<file path="config.mk">
export PLATFORM = sky130hd
export DESIGN_NAME = dcar_top
export DESIGN_NICKNAME = d
export VERILOG_FILES = /design/src/hw/dcar_pkg.sv /design/src/hw/dcar_ptr_track.sv /design/src/hw/dcar_top.sv
export SDC_FILE = /design/constraint.sdc
export NUM_CORES = 1
export LEC_CHECK = 0
export BUFFER_PORTS_ARGS = -buffer_cell sky130_fd_sc_hd__buf_2
export CORE_MARGIN = 2
export CORE_UTILIZATION = 45
export CTS_BUF_LIST = sky130_fd_sc_hd__clkbuf_8
export DETAILED_ROUTE_END_ITERATION = 8
export GPL_ROUTABILITY_DRIVEN = 1
export PLACE_DENSITY = 0.67
export SETUP_SLACK_MARGIN = 0.15
export SLEW_MARGIN = 20
export SYNTH_ARGS = -nofsm -noshare
export SYNTH_HDL_FRONTEND = slang
export SYNTH_SLANG_ARGS = --single-unit
</file>
<file path="constraint.sdc">
create_clock -name aclk -period 8.1 [get_ports aclk]
set_clock_uncertainty 0.2 [all_clocks]
set_input_delay 0.405 -clock aclk [delete_from_list [all_inputs] [get_ports aclk]]
set_output_delay 0.405 -clock aclk [all_outputs]
set_load 0.02 [all_outputs]
</file>
<file path="src/hw/dcar_pkg.sv">
// Shared constants and carrier types for the DMA channel address and size block.
package dcar_pkg;

    // ------------------------------------------------------------------
    // Register byte offsets
    // ------------------------------------------------------------------
    localparam logic [7:0] DCAR_OFF_SRC_START = 8'h00;
    localparam logic [7:0] DCAR_OFF_DST_START = 8'h04;
    localparam logic [7:0] DCAR_OFF_SRC_SIZE  = 8'h08;
    localparam logic [7:0] DCAR_OFF_DST_SIZE  = 8'h0c;
    localparam logic [7:0] DCAR_OFF_SRC_PTR   = 8'h10;
    localparam logic [7:0] DCAR_OFF_DST_PTR   = 8'h14;
    localparam logic [7:0] DCAR_OFF_CTRL      = 8'h18;
    localparam logic [7:0] DCAR_OFF_IRQ_STAT  = 8'h1c;
    localparam logic [7:0] DCAR_OFF_IRQ_MASK  = 8'h20;

    // ------------------------------------------------------------------
    // Field layout and reset values
    // ------------------------------------------------------------------
    localparam int          DCAR_SIZE_W          = 16;
    localparam int          DCAR_CTRL_PAT_MODE   = 0;
    localparam int          DCAR_CTRL_RESTART    = 1;
    localparam int          DCAR_IRQ_SRC_DONE    = 7;
    localparam int          DCAR_IRQ_SRC_HALF    = 6;
    localparam int          DCAR_IRQ_BLOCK_DONE  = 3;
    localparam logic [7:0]  DCAR_IRQ_IMPL_MASK   = 8'hc8;
    localparam logic [31:0] DCAR_RST_WORD        = 32'h0000_0000;
    localparam logic [15:0] DCAR_RST_SIZE        = 16'h0000;
    localparam logic [7:0]  DCAR_RST_IRQ         = 8'h00;
    localparam logic [1:0]  DCAR_RESP_OKAY       = 2'b00;
    localparam logic [1:0]  DCAR_RESP_SLVERR     = 2'b10;

    // ------------------------------------------------------------------
    // Carrier types
    // ------------------------------------------------------------------
    typedef struct packed {
        logic [31:0] src_start_addr;
        logic [31:0] dst_start_addr;
        logic [15:0] src_byte_size;
        logic [15:0] dst_byte_size;
    } dcar_cfg_t;

    typedef struct packed {
        logic src_done_flag;
        logic src_half_flag;
        logic block_complete_flag;
    } dcar_evt_t;

endpackage : dcar_pkg

</file>
<file path="src/hw/dcar_ptr_track.sv">
// Source and destination byte pointers with end, midpoint and block events.
`timescale 1ns/1ns
module dcar_ptr_track #(
    parameter int SIZE_W = 16
) (
    input  wire logic              aclk,
    input  wire logic              aresetn,
    input  wire dcar_pkg::dcar_cfg_t cfg,
    input  wire logic              byte_moved,
    input  wire logic              pattern_match,
    input  wire logic              pattern_mode,
    input  wire logic              restart,
    output logic [SIZE_W-1:0]      src_byte_ptr,
    output logic [SIZE_W-1:0]      dst_byte_ptr,
    output dcar_pkg::dcar_evt_t    evt
);
    import dcar_pkg::*;

    logic [SIZE_W-1:0] src_ptr_q;
    logic [SIZE_W-1:0] dst_ptr_q;
    logic [SIZE_W-1:0] xfer_q;
    dcar_evt_t         evt_q;

    wire logic [SIZE_W-1:0] src_inc   = src_ptr_q + 1'b1;
    wire logic [SIZE_W-1:0] dst_inc   = dst_ptr_q + 1'b1;
    wire logic [SIZE_W-1:0] xfer_inc  = xfer_q + 1'b1;
    wire logic [SIZE_W-1:0] src_half  = cfg.src_byte_size >> 1;
    wire logic [SIZE_W-1:0] blk_len   = (cfg.src_byte_size > cfg.dst_byte_size) ?
                                        cfg.src_byte_size : cfg.dst_byte_size;
    wire logic              src_end   = byte_moved && (src_inc == cfg.src_byte_size);
    wire logic              src_mid   = byte_moved && (src_half != '0)
                                        && (src_inc == src_half);
    wire logic              pat_hit   = pattern_mode && pattern_match;
    wire logic              blk_end   = (byte_moved && (xfer_inc == blk_len)) || pat_hit;
    wire logic              dst_end   = byte_moved && (dst_inc == cfg.dst_byte_size);

    always_ff @(posedge aclk) begin
        if (!aresetn || restart || pat_hit || blk_end) begin
            src_ptr_q <= '0;
            dst_ptr_q <= '0;
            xfer_q    <= '0;
        end else if (byte_moved) begin
            src_ptr_q <= src_end ? '0 : src_inc;
            dst_ptr_q <= dst_end ? '0 : dst_inc;
            xfer_q    <= xfer_inc;
        end
    end

    always_ff @(posedge aclk) begin
        if (!aresetn) begin
            evt_q <= '0;
        end else begin
            evt_q.src_done_flag       <= src_end;
            evt_q.src_half_flag       <= src_mid;
            evt_q.block_complete_flag <= blk_end;
        end
    end

    assign src_byte_ptr = src_ptr_q;
    assign dst_byte_ptr = dst_ptr_q;
    assign evt          = evt_q;

endmodule : dcar_ptr_track

</file>
<file path="src/hw/dcar_top.sv">
// AXI4-Lite register file of one DMA channel: addresses, sizes, pointers, interrupt.
//
// Notes on behaviour
// Source start address: full 32-bit read/write.
// Software loads physical source addresses only.
// Destination start address: 32-bit read/write, resets zero.
// Software loads physical destination addresses only.
// Source size: 16-bit byte count, low half.
// Upper sixteen bits read zero, ignore writes.
// Destination size: 16-bit byte count, resets zero.
// Flag source done and source half events.
// Block complete at larger size or pattern.
// Source pointer read-only, cleared on pattern.
`timescale 1ns/1ns
module dcar_top #(
    parameter int ADDR_W = 8
) (
    input  wire logic              aclk,
    input  wire logic              aresetn,
    input  wire logic [ADDR_W-1:0] s_axi_awaddr,
    input  wire logic              s_axi_awvalid,
    output logic                   s_axi_awready,
    input  wire logic [31:0]       s_axi_wdata,
    input  wire logic [3:0]        s_axi_wstrb,
    input  wire logic              s_axi_wvalid,
    output logic                   s_axi_wready,
    output logic [1:0]             s_axi_bresp,
    output logic                   s_axi_bvalid,
    input  wire logic              s_axi_bready,
    input  wire logic [ADDR_W-1:0] s_axi_araddr,
    input  wire logic              s_axi_arvalid,
    output logic                   s_axi_arready,
    output logic [31:0]            s_axi_rdata,
    output logic [1:0]             s_axi_rresp,
    output logic                   s_axi_rvalid,
    input  wire logic              s_axi_rready,
    input  wire logic              byte_moved,
    input  wire logic              pattern_match,
    output dcar_pkg::dcar_cfg_t    cfg,
    output logic                   pattern_mode,
    output logic [15:0]            src_byte_ptr,
    output logic [15:0]            dst_byte_ptr,
    output logic                   irq
);
    import dcar_pkg::*;

    // ------------------------------------------------------------------
    // State
    // ------------------------------------------------------------------
    dcar_cfg_t         cfg_q;
    logic              pat_mode_q;
    logic [7:0]        stat_q;
    logic [7:0]        mask_q;
    logic              irq_q;
    logic              awready_q;
    logic              wready_q;
    logic              arready_q;
    logic [ADDR_W-1:0] awaddr_q;
    logic [31:0]       wdata_q;
    logic [3:0]        wstrb_q;
    logic              bvalid_q;
    logic [1:0]        bresp_q;
    logic              rvalid_q;
    logic [31:0]       rdata_q;
    logic [1:0]        rresp_q;
    logic              restart_q;
    logic [15:0]       sptr;
    logic [15:0]       dptr;
    dcar_evt_t         evt;

    // ------------------------------------------------------------------
    // Address decode
    // ------------------------------------------------------------------
    function automatic logic [31:0] merge(input logic [31:0] old, input logic [31:0] nw,
                                          input logic [3:0] strb);
        logic [31:0] r;
        r = old;
        for (int i = 0; i < 4; i++) begin
            if (strb[i]) begin
                r[8*i +: 8] = nw[8*i +: 8];
            end
        end
        return r;
    endfunction : merge

    wire logic [7:0]  waddr    = 8'(awaddr_q);
    wire logic [7:0]  raddr    = 8'(s_axi_araddr);
    wire logic        do_write = !awready_q && !wready_q && !bvalid_q;
    wire logic        do_read  = s_axi_arvalid && arready_q;
    wire logic        wr_ssa   = do_write && (waddr == DCAR_OFF_SRC_START);
    wire logic        wr_dsa   = do_write && (waddr == DCAR_OFF_DST_START);
    wire logic        wr_ssz   = do_write && (waddr == DCAR_OFF_SRC_SIZE);
    wire logic        wr_dsz   = do_write && (waddr == DCAR_OFF_DST_SIZE);
    wire logic        wr_ctl   = do_write && (waddr == DCAR_OFF_CTRL);
    wire logic        wr_msk   = do_write && (waddr == DCAR_OFF_IRQ_MASK);
    wire logic        wr_ro    = (waddr == DCAR_OFF_SRC_PTR) || (waddr == DCAR_OFF_DST_PTR)
                                 || (waddr == DCAR_OFF_IRQ_STAT);
    wire logic        wr_ok    = wr_ssa || wr_dsa || wr_ssz || wr_dsz || wr_ctl || wr_msk
                                 || (do_write && wr_ro);
    wire logic [31:0] wmerged_ctl = merge({30'h0, 1'b0, pat_mode_q}, wdata_q, wstrb_q);
    wire logic [31:0] wmerged_msk = merge({24'h0, mask_q}, wdata_q, wstrb_q);
    wire logic [31:0] wm_ssz      = merge({16'h0, cfg_q.src_byte_size}, wdata_q, wstrb_q);
    wire logic [31:0] wm_dsz      = merge({16'h0, cfg_q.dst_byte_size}, wdata_q, wstrb_q);
    wire logic        rd_stat     = do_read && (raddr == DCAR_OFF_IRQ_STAT);

    logic [31:0] rd_word;
    logic        rd_hit;
    always_comb begin
        rd_hit  = 1'b1;
        rd_word = DCAR_RST_WORD;
        if (raddr == DCAR_OFF_SRC_START) begin
            rd_word = cfg_q.src_start_addr;
        end else if (raddr == DCAR_OFF_DST_START) begin
            rd_word = cfg_q.dst_start_addr;
        end else if (raddr == DCAR_OFF_SRC_SIZE) begin
            rd_word = {16'h0, cfg_q.src_byte_size};
        end else if (raddr == DCAR_OFF_DST_SIZE) begin
            rd_word = {16'h0, cfg_q.dst_byte_size};
        end else if (raddr == DCAR_OFF_SRC_PTR) begin
            rd_word = {16'h0, sptr};
        end else if (raddr == DCAR_OFF_DST_PTR) begin
            rd_word = {16'h0, dptr};
        end else if (raddr == DCAR_OFF_CTRL) begin
            rd_word = {31'h0, pat_mode_q};
        end else if (raddr == DCAR_OFF_IRQ_STAT) begin
            rd_word = {24'h0, stat_q};
        end else if (raddr == DCAR_OFF_IRQ_MASK) begin
            rd_word = {24'h0, mask_q};
        end else begin
            rd_hit  = 1'b0;
        end
    end

    // Events set their bits even in the cycle the status is read, so none are lost.
    wire logic [7:0] evt_bits = ({7'h0, evt.src_done_flag} << DCAR_IRQ_SRC_DONE)
                              | ({7'h0, evt.src_half_flag} << DCAR_IRQ_SRC_HALF)
                              | ({7'h0, evt.block_complete_flag} << DCAR_IRQ_BLOCK_DONE);
    wire logic [7:0] stat_d   = (rd_stat ? 8'h00 : stat_q) | evt_bits;

    // ------------------------------------------------------------------
    // Write channel
    // ------------------------------------------------------------------
    always_ff @(posedge aclk) begin
        if (!aresetn) begin
            awready_q <= 1'b1;
            wready_q  <= 1'b1;
            awaddr_q  <= '0;
            wdata_q   <= DCAR_RST_WORD;
            wstrb_q   <= 4'h0;
            bvalid_q  <= 1'b0;
            bresp_q   <= DCAR_RESP_OKAY;
        end else begin
            if (s_axi_awvalid && awready_q) begin
                awready_q <= 1'b0;
                awaddr_q  <= s_axi_awaddr;
            end
            if (s_axi_wvalid && wready_q) begin
                wready_q <= 1'b0;
                wdata_q  <= s_axi_wdata;
                wstrb_q  <= s_axi_wstrb;
            end
            if (do_write) begin
                bvalid_q <= 1'b1;
                bresp_q  <= wr_ok ? DCAR_RESP_OKAY : DCAR_RESP_SLVERR;
            end else if (bvalid_q && s_axi_bready) begin
                // Both channels reopen only once the answer is taken, so one write is in flight.
                bvalid_q  <= 1'b0;
                awready_q <= 1'b1;
                wready_q  <= 1'b1;
            end
        end
    end

    // ------------------------------------------------------------------
    // Registers
    // ------------------------------------------------------------------
    always_ff @(posedge aclk) begin
        if (!aresetn) begin
            cfg_q      <= '0;
            pat_mode_q <= 1'b0;
            mask_q     <= DCAR_RST_IRQ;
            stat_q     <= DCAR_RST_IRQ;
            irq_q      <= 1'b0;
            restart_q  <= 1'b0;
        end else begin
            if (wr_ssa) begin
                cfg_q.src_start_addr <= merge(cfg_q.src_start_addr, wdata_q, wstrb_q);
            end
            if (wr_dsa) begin
                cfg_q.dst_start_addr <= merge(cfg_q.dst_start_addr, wdata_q, wstrb_q);
            end
            if (wr_ssz) begin
                cfg_q.src_byte_size <= wm_ssz[15:0];
            end
            if (wr_dsz) begin
                cfg_q.dst_byte_size <= wm_dsz[15:0];
            end
            if (wr_ctl) begin
                pat_mode_q <= wmerged_ctl[DCAR_CTRL_PAT_MODE];
            end
            if (wr_msk) begin
                mask_q <= wmerged_msk[7:0] & DCAR_IRQ_IMPL_MASK;
            end
            restart_q <= wr_ctl && wstrb_q[0] && wdata_q[DCAR_CTRL_RESTART];
            stat_q    <= stat_d;
            irq_q     <= |(stat_d & mask_q);
        end
    end

    // ------------------------------------------------------------------
    // Read channel
    // ------------------------------------------------------------------
    always_ff @(posedge aclk) begin
        if (!aresetn) begin
            arready_q <= 1'b1;
            rvalid_q  <= 1'b0;
            rdata_q   <= DCAR_RST_WORD;
            rresp_q   <= DCAR_RESP_OKAY;
        end else if (do_read) begin
            arready_q <= 1'b0;
            rvalid_q  <= 1'b1;
            rdata_q   <= rd_word;
            rresp_q   <= rd_hit ? DCAR_RESP_OKAY : DCAR_RESP_SLVERR;
        end else if (rvalid_q && s_axi_rready) begin
            arready_q <= 1'b1;
            rvalid_q  <= 1'b0;
        end
    end

    // ------------------------------------------------------------------
    // Pointer tracking
    // ------------------------------------------------------------------
    dcar_ptr_track #(
        .SIZE_W        (DCAR_SIZE_W)
    ) u_track (
        .aclk          (aclk),
        .aresetn       (aresetn),
        .cfg           (cfg_q),
        .byte_moved    (byte_moved),
        .pattern_match (pattern_match),
        .pattern_mode  (pat_mode_q),
        .restart       (restart_q),
        .src_byte_ptr  (sptr),
        .dst_byte_ptr  (dptr),
        .evt           (evt)
    );

    assign s_axi_awready = awready_q;
    assign s_axi_wready  = wready_q;
    assign s_axi_bvalid  = bvalid_q;
    assign s_axi_bresp   = bresp_q;
    assign s_axi_arready = arready_q;
    assign s_axi_rvalid  = rvalid_q;
    assign s_axi_rdata   = rdata_q;
    assign s_axi_rresp   = rresp_q;
    assign cfg           = cfg_q;
    assign pattern_mode  = pat_mode_q;
    assign src_byte_ptr  = sptr;
    assign dst_byte_ptr  = dptr;
    assign irq           = irq_q;

endmodule : dcar_top

</file>
==> results.yml <==
run_status:
  status: "completed"
drt:
  routed_via_density: 5.88
  wire_per_inst_microns: 21.4
  first_iter_violations: 1581
  antenna_left: 0
  dr.pass1.iters: 9
  vias: 12952
  drc: 0
  routed_wirelength_microns: 47200
placed_design:
  place_inst: 2070
  placed_area_sq_mm: 0.0138
  dp_hpwl_microns: 33400
  place_congestion: 0.974
  port_buffers: 229
setup_path:
  r2r_end: "u_track.xfer_q[12]"
  reg2reg_from: "cfg[12]"
  ff2ff_path_depth: 13
  cp.required_ps: 8310
  worst_setup_path_start_kind: "register"
  critPathMaxFanout: 48
  r2r_slack_ps: 3740
  crit_type: "register to register"
  cp.arrival_ps: 4570
  end_kind: "register"
logic_synthesis:
  synth_compound_area_frac: 0.164
  synthArstFlopShare: 0
  synth-main-ff-cell: "dfxtp_1"
  synthSimpleGateAreaFrac: 0.251
  synth.distinct_cells: 75
  ys_top_cells_by_count: "dfxtp_1, nand2_1, a21oi_1"
  netlist_area_sq_mm: 0.0126
  synth.most_common_cell: "dfxtp_1"
  ys.warnings.count: 0
  synth_fa_ha_area_frac: 0.0189
  synthXorXnorAreaFrac: 0.0759
  yosysTopAreaCell: "dfxtp_1"
  avgSynthCellArea_sq_um: 7.99
  synth_area_leaders: "dfxtp_1, a21oi_1, nand2_1"
  yosysSeqAreaShare: 0.380
  ys_seq_elements: 239
  synth_edf_count: 0
  synthMuxAreaShare: 0.0565
  syn_inst: 1576
  synth_top_family_by_area: "simple AND/OR/NAND/NOR gates"
  yosysTopAreaCellShare: 0.380
timing:
  fin_crit_sh: 0.538
  slew_headroom: 0.296
  layout_min_cycle_time_ps: 4360
  rsz0062_at_grt: "no"
  setup_viol: 0
  tightest_slew_ps: 1060
  drv_slew: 0
  max_freq_mhz: 229
  fin_tns_setup_ps: 0
  hold_viol: 0
power_and_ir_drop:
  ir_drop_v: 0.000158
  power_density_mw_per_mm2: 169
  cellLeakagePower_nw: 6.09
clock_network:
  cts_tree: "built"
  htreeDepth: 2
  cts_hold_buf: 57
  insertion_delay_ps: 570
  clockBufferDepth: 3
  cts_setup_buffers: 0
  cts_made_buffers: 42
  ctsResizeCount: 0
  clk_pin_slew_worst_paths_ps: 60
  root_buffer: "clkbuf_8"
  cts_sinks: 239
job:
  maxCapViolCount: 0
global_route:
  grt_max_degree: 102
  antenna_found_initial: 4
  grt.overflow.total: 0
  grt_usage: 0.315
  grt_pass1_vias: 11855
  grt_pass1_wl_microns: 71100
cells_and_area:
  nFillCells: 2625
  nets: 1873
  drive_gt1_frac: 0.188
  design_area_sq_mm: 0.0152
  final_cell_count_no_fill: 2203
  area_growth_syn_to_layout_pct: 21.1
die:
  core-area_sq_mm: 0.0276
  boundaryPins: 232
  rows: 61
  initial_core_util: 0.456
  die_h_microns: 171
  die_area_sq_mm: 0.0293
  fp.dieW_microns: 171
worst_hold_path:
  hp-start: "s_axi_awvalid"
  worstHoldEndpoint: "awaddr_q[5]"
  hold_class: "primary input to register"
  worstHoldPathCells: 3
==> layer usage <==
| layer | GRT usage | vias to the layer above | part of all wire | wire length, microns |
|---|---|---|---|---|
| met1 | 0.429 | 6173 | 0.41 | 19500 |
| met5 | 0 | - | 0.00068 | 32 |
| met4 | 0.108 | 6 | 0.035 | 1670 |
| met3 | 0.0653 | 112 | 0.097 | 4590 |
| li1 | - | 6044 | - | - |
| met2 | 0.497 | 617 | 0.45 | 21400 |
==> placed cells by master (no fill, tap or decap), types with 42 or more instances in the layout <==
cell / count
mux2i_1: 64
nand3_1: 72
dlygate4sd3_1: 57
buf_2: 229
nor3_1: 76
a21oi_1: 175
nor2_1: 134
clkbuf_8: 53
dfxtp_1: 239
inv_1: 42
o21ai_0: 42
xnor2_1: 62
nand2_1: 214
==> worst max-delay path, cell delays in order, from the launching register on <==
cell and delay (ps):
dfxtp_1 540, inv_1 90, ha_1 300, nand4_1 170
nor4_1 400, a21bo_2 320, a31oi_2 180, buf_4 300
mux2i_1 260, xnor2_1 170, mux2_4 340, nor4_4 260
buf_4 530, a211oi_1 110
==> final cells by class <==
class / count / area [sq um] / area share
antenna: 2 / 5.00 / 0.000328
tap: 378 / 473 / 0.0310
clock inverter: 21 / 118 / 0.00772
sequential: 239 / 4780 / 0.314
inverter: 30 / 118 / 0.00772
timing repair buffer: 305 / 1860 / 0.122
multi-input combinational: 1175 / 7160 / 0.469
clock buffer: 53 / 729 / 0.0479
==> how the worst max path moves through the flow <==
stage,slack [ps],start,to
6_report,3740,cfg[12],u_track.xfer_q[12]
5_1_grt,3440,cfg[12],u_track.xfer_q[7]
4_1_cts,3760,cfg[12],u_track.xfer_q[12]
3_5_place_dp,3790,cfg[12],u_track.src_byte_ptr[9]
3_3_place_gp,3920,cfg[12],u_track.src_byte_ptr[12]
2_1_floorplan,4330,cfg[12],u_track.dst_byte_ptr[7]
==> sequential cells by signal, summed over array words and instances, names as in the netlist, 3 cells and up <==
name and count:
awaddr_q 8, cfg 96, mask_q 3, s_axi_rdata 32, stat_q 3, u_track.dst_byte_ptr 16, u_track.evt 3, u_track.src_byte_ptr 16
u_track.xfer_q 16, wdata_q 32, wstrb_q 4
==> power by group <==
group	switching, mW	internal [mW]	total (mW)
clock network	0.531	0.596	1.13
registers	0.0384	1.20	1.24
logic	0.131	0.0806	0.211
total	0.700	1.88	2.58
==> kinds of logic after synthesis <==
family	after synthesis
and+or+nand+nor	653
AOI/OAI and AO/OA	330
DFF	239
buffers and inverters	163
xor gates and xnor gates	101
muxes	70
adders and majority gates	19
other	1
==> metrics by stage <==
stage | setup WS [ps] | power [mW] | utilization | hold slack (ps)
finish | 3740 | 2.58 | 0.552 | 26.6
global route | 3440 | 2.68 | 0.551 | 35.7
CTS | 3760 | 2.59 | 0.551 | 5.02
detailed placement | 3790 | 1.45 | 0.500 | 248
global placement | 3920 | 1.45 | 0.500 | 244
floorplan | 4330 | 1.38 | - | 230
No activity file was read; power rests on OpenSTA's default activity.
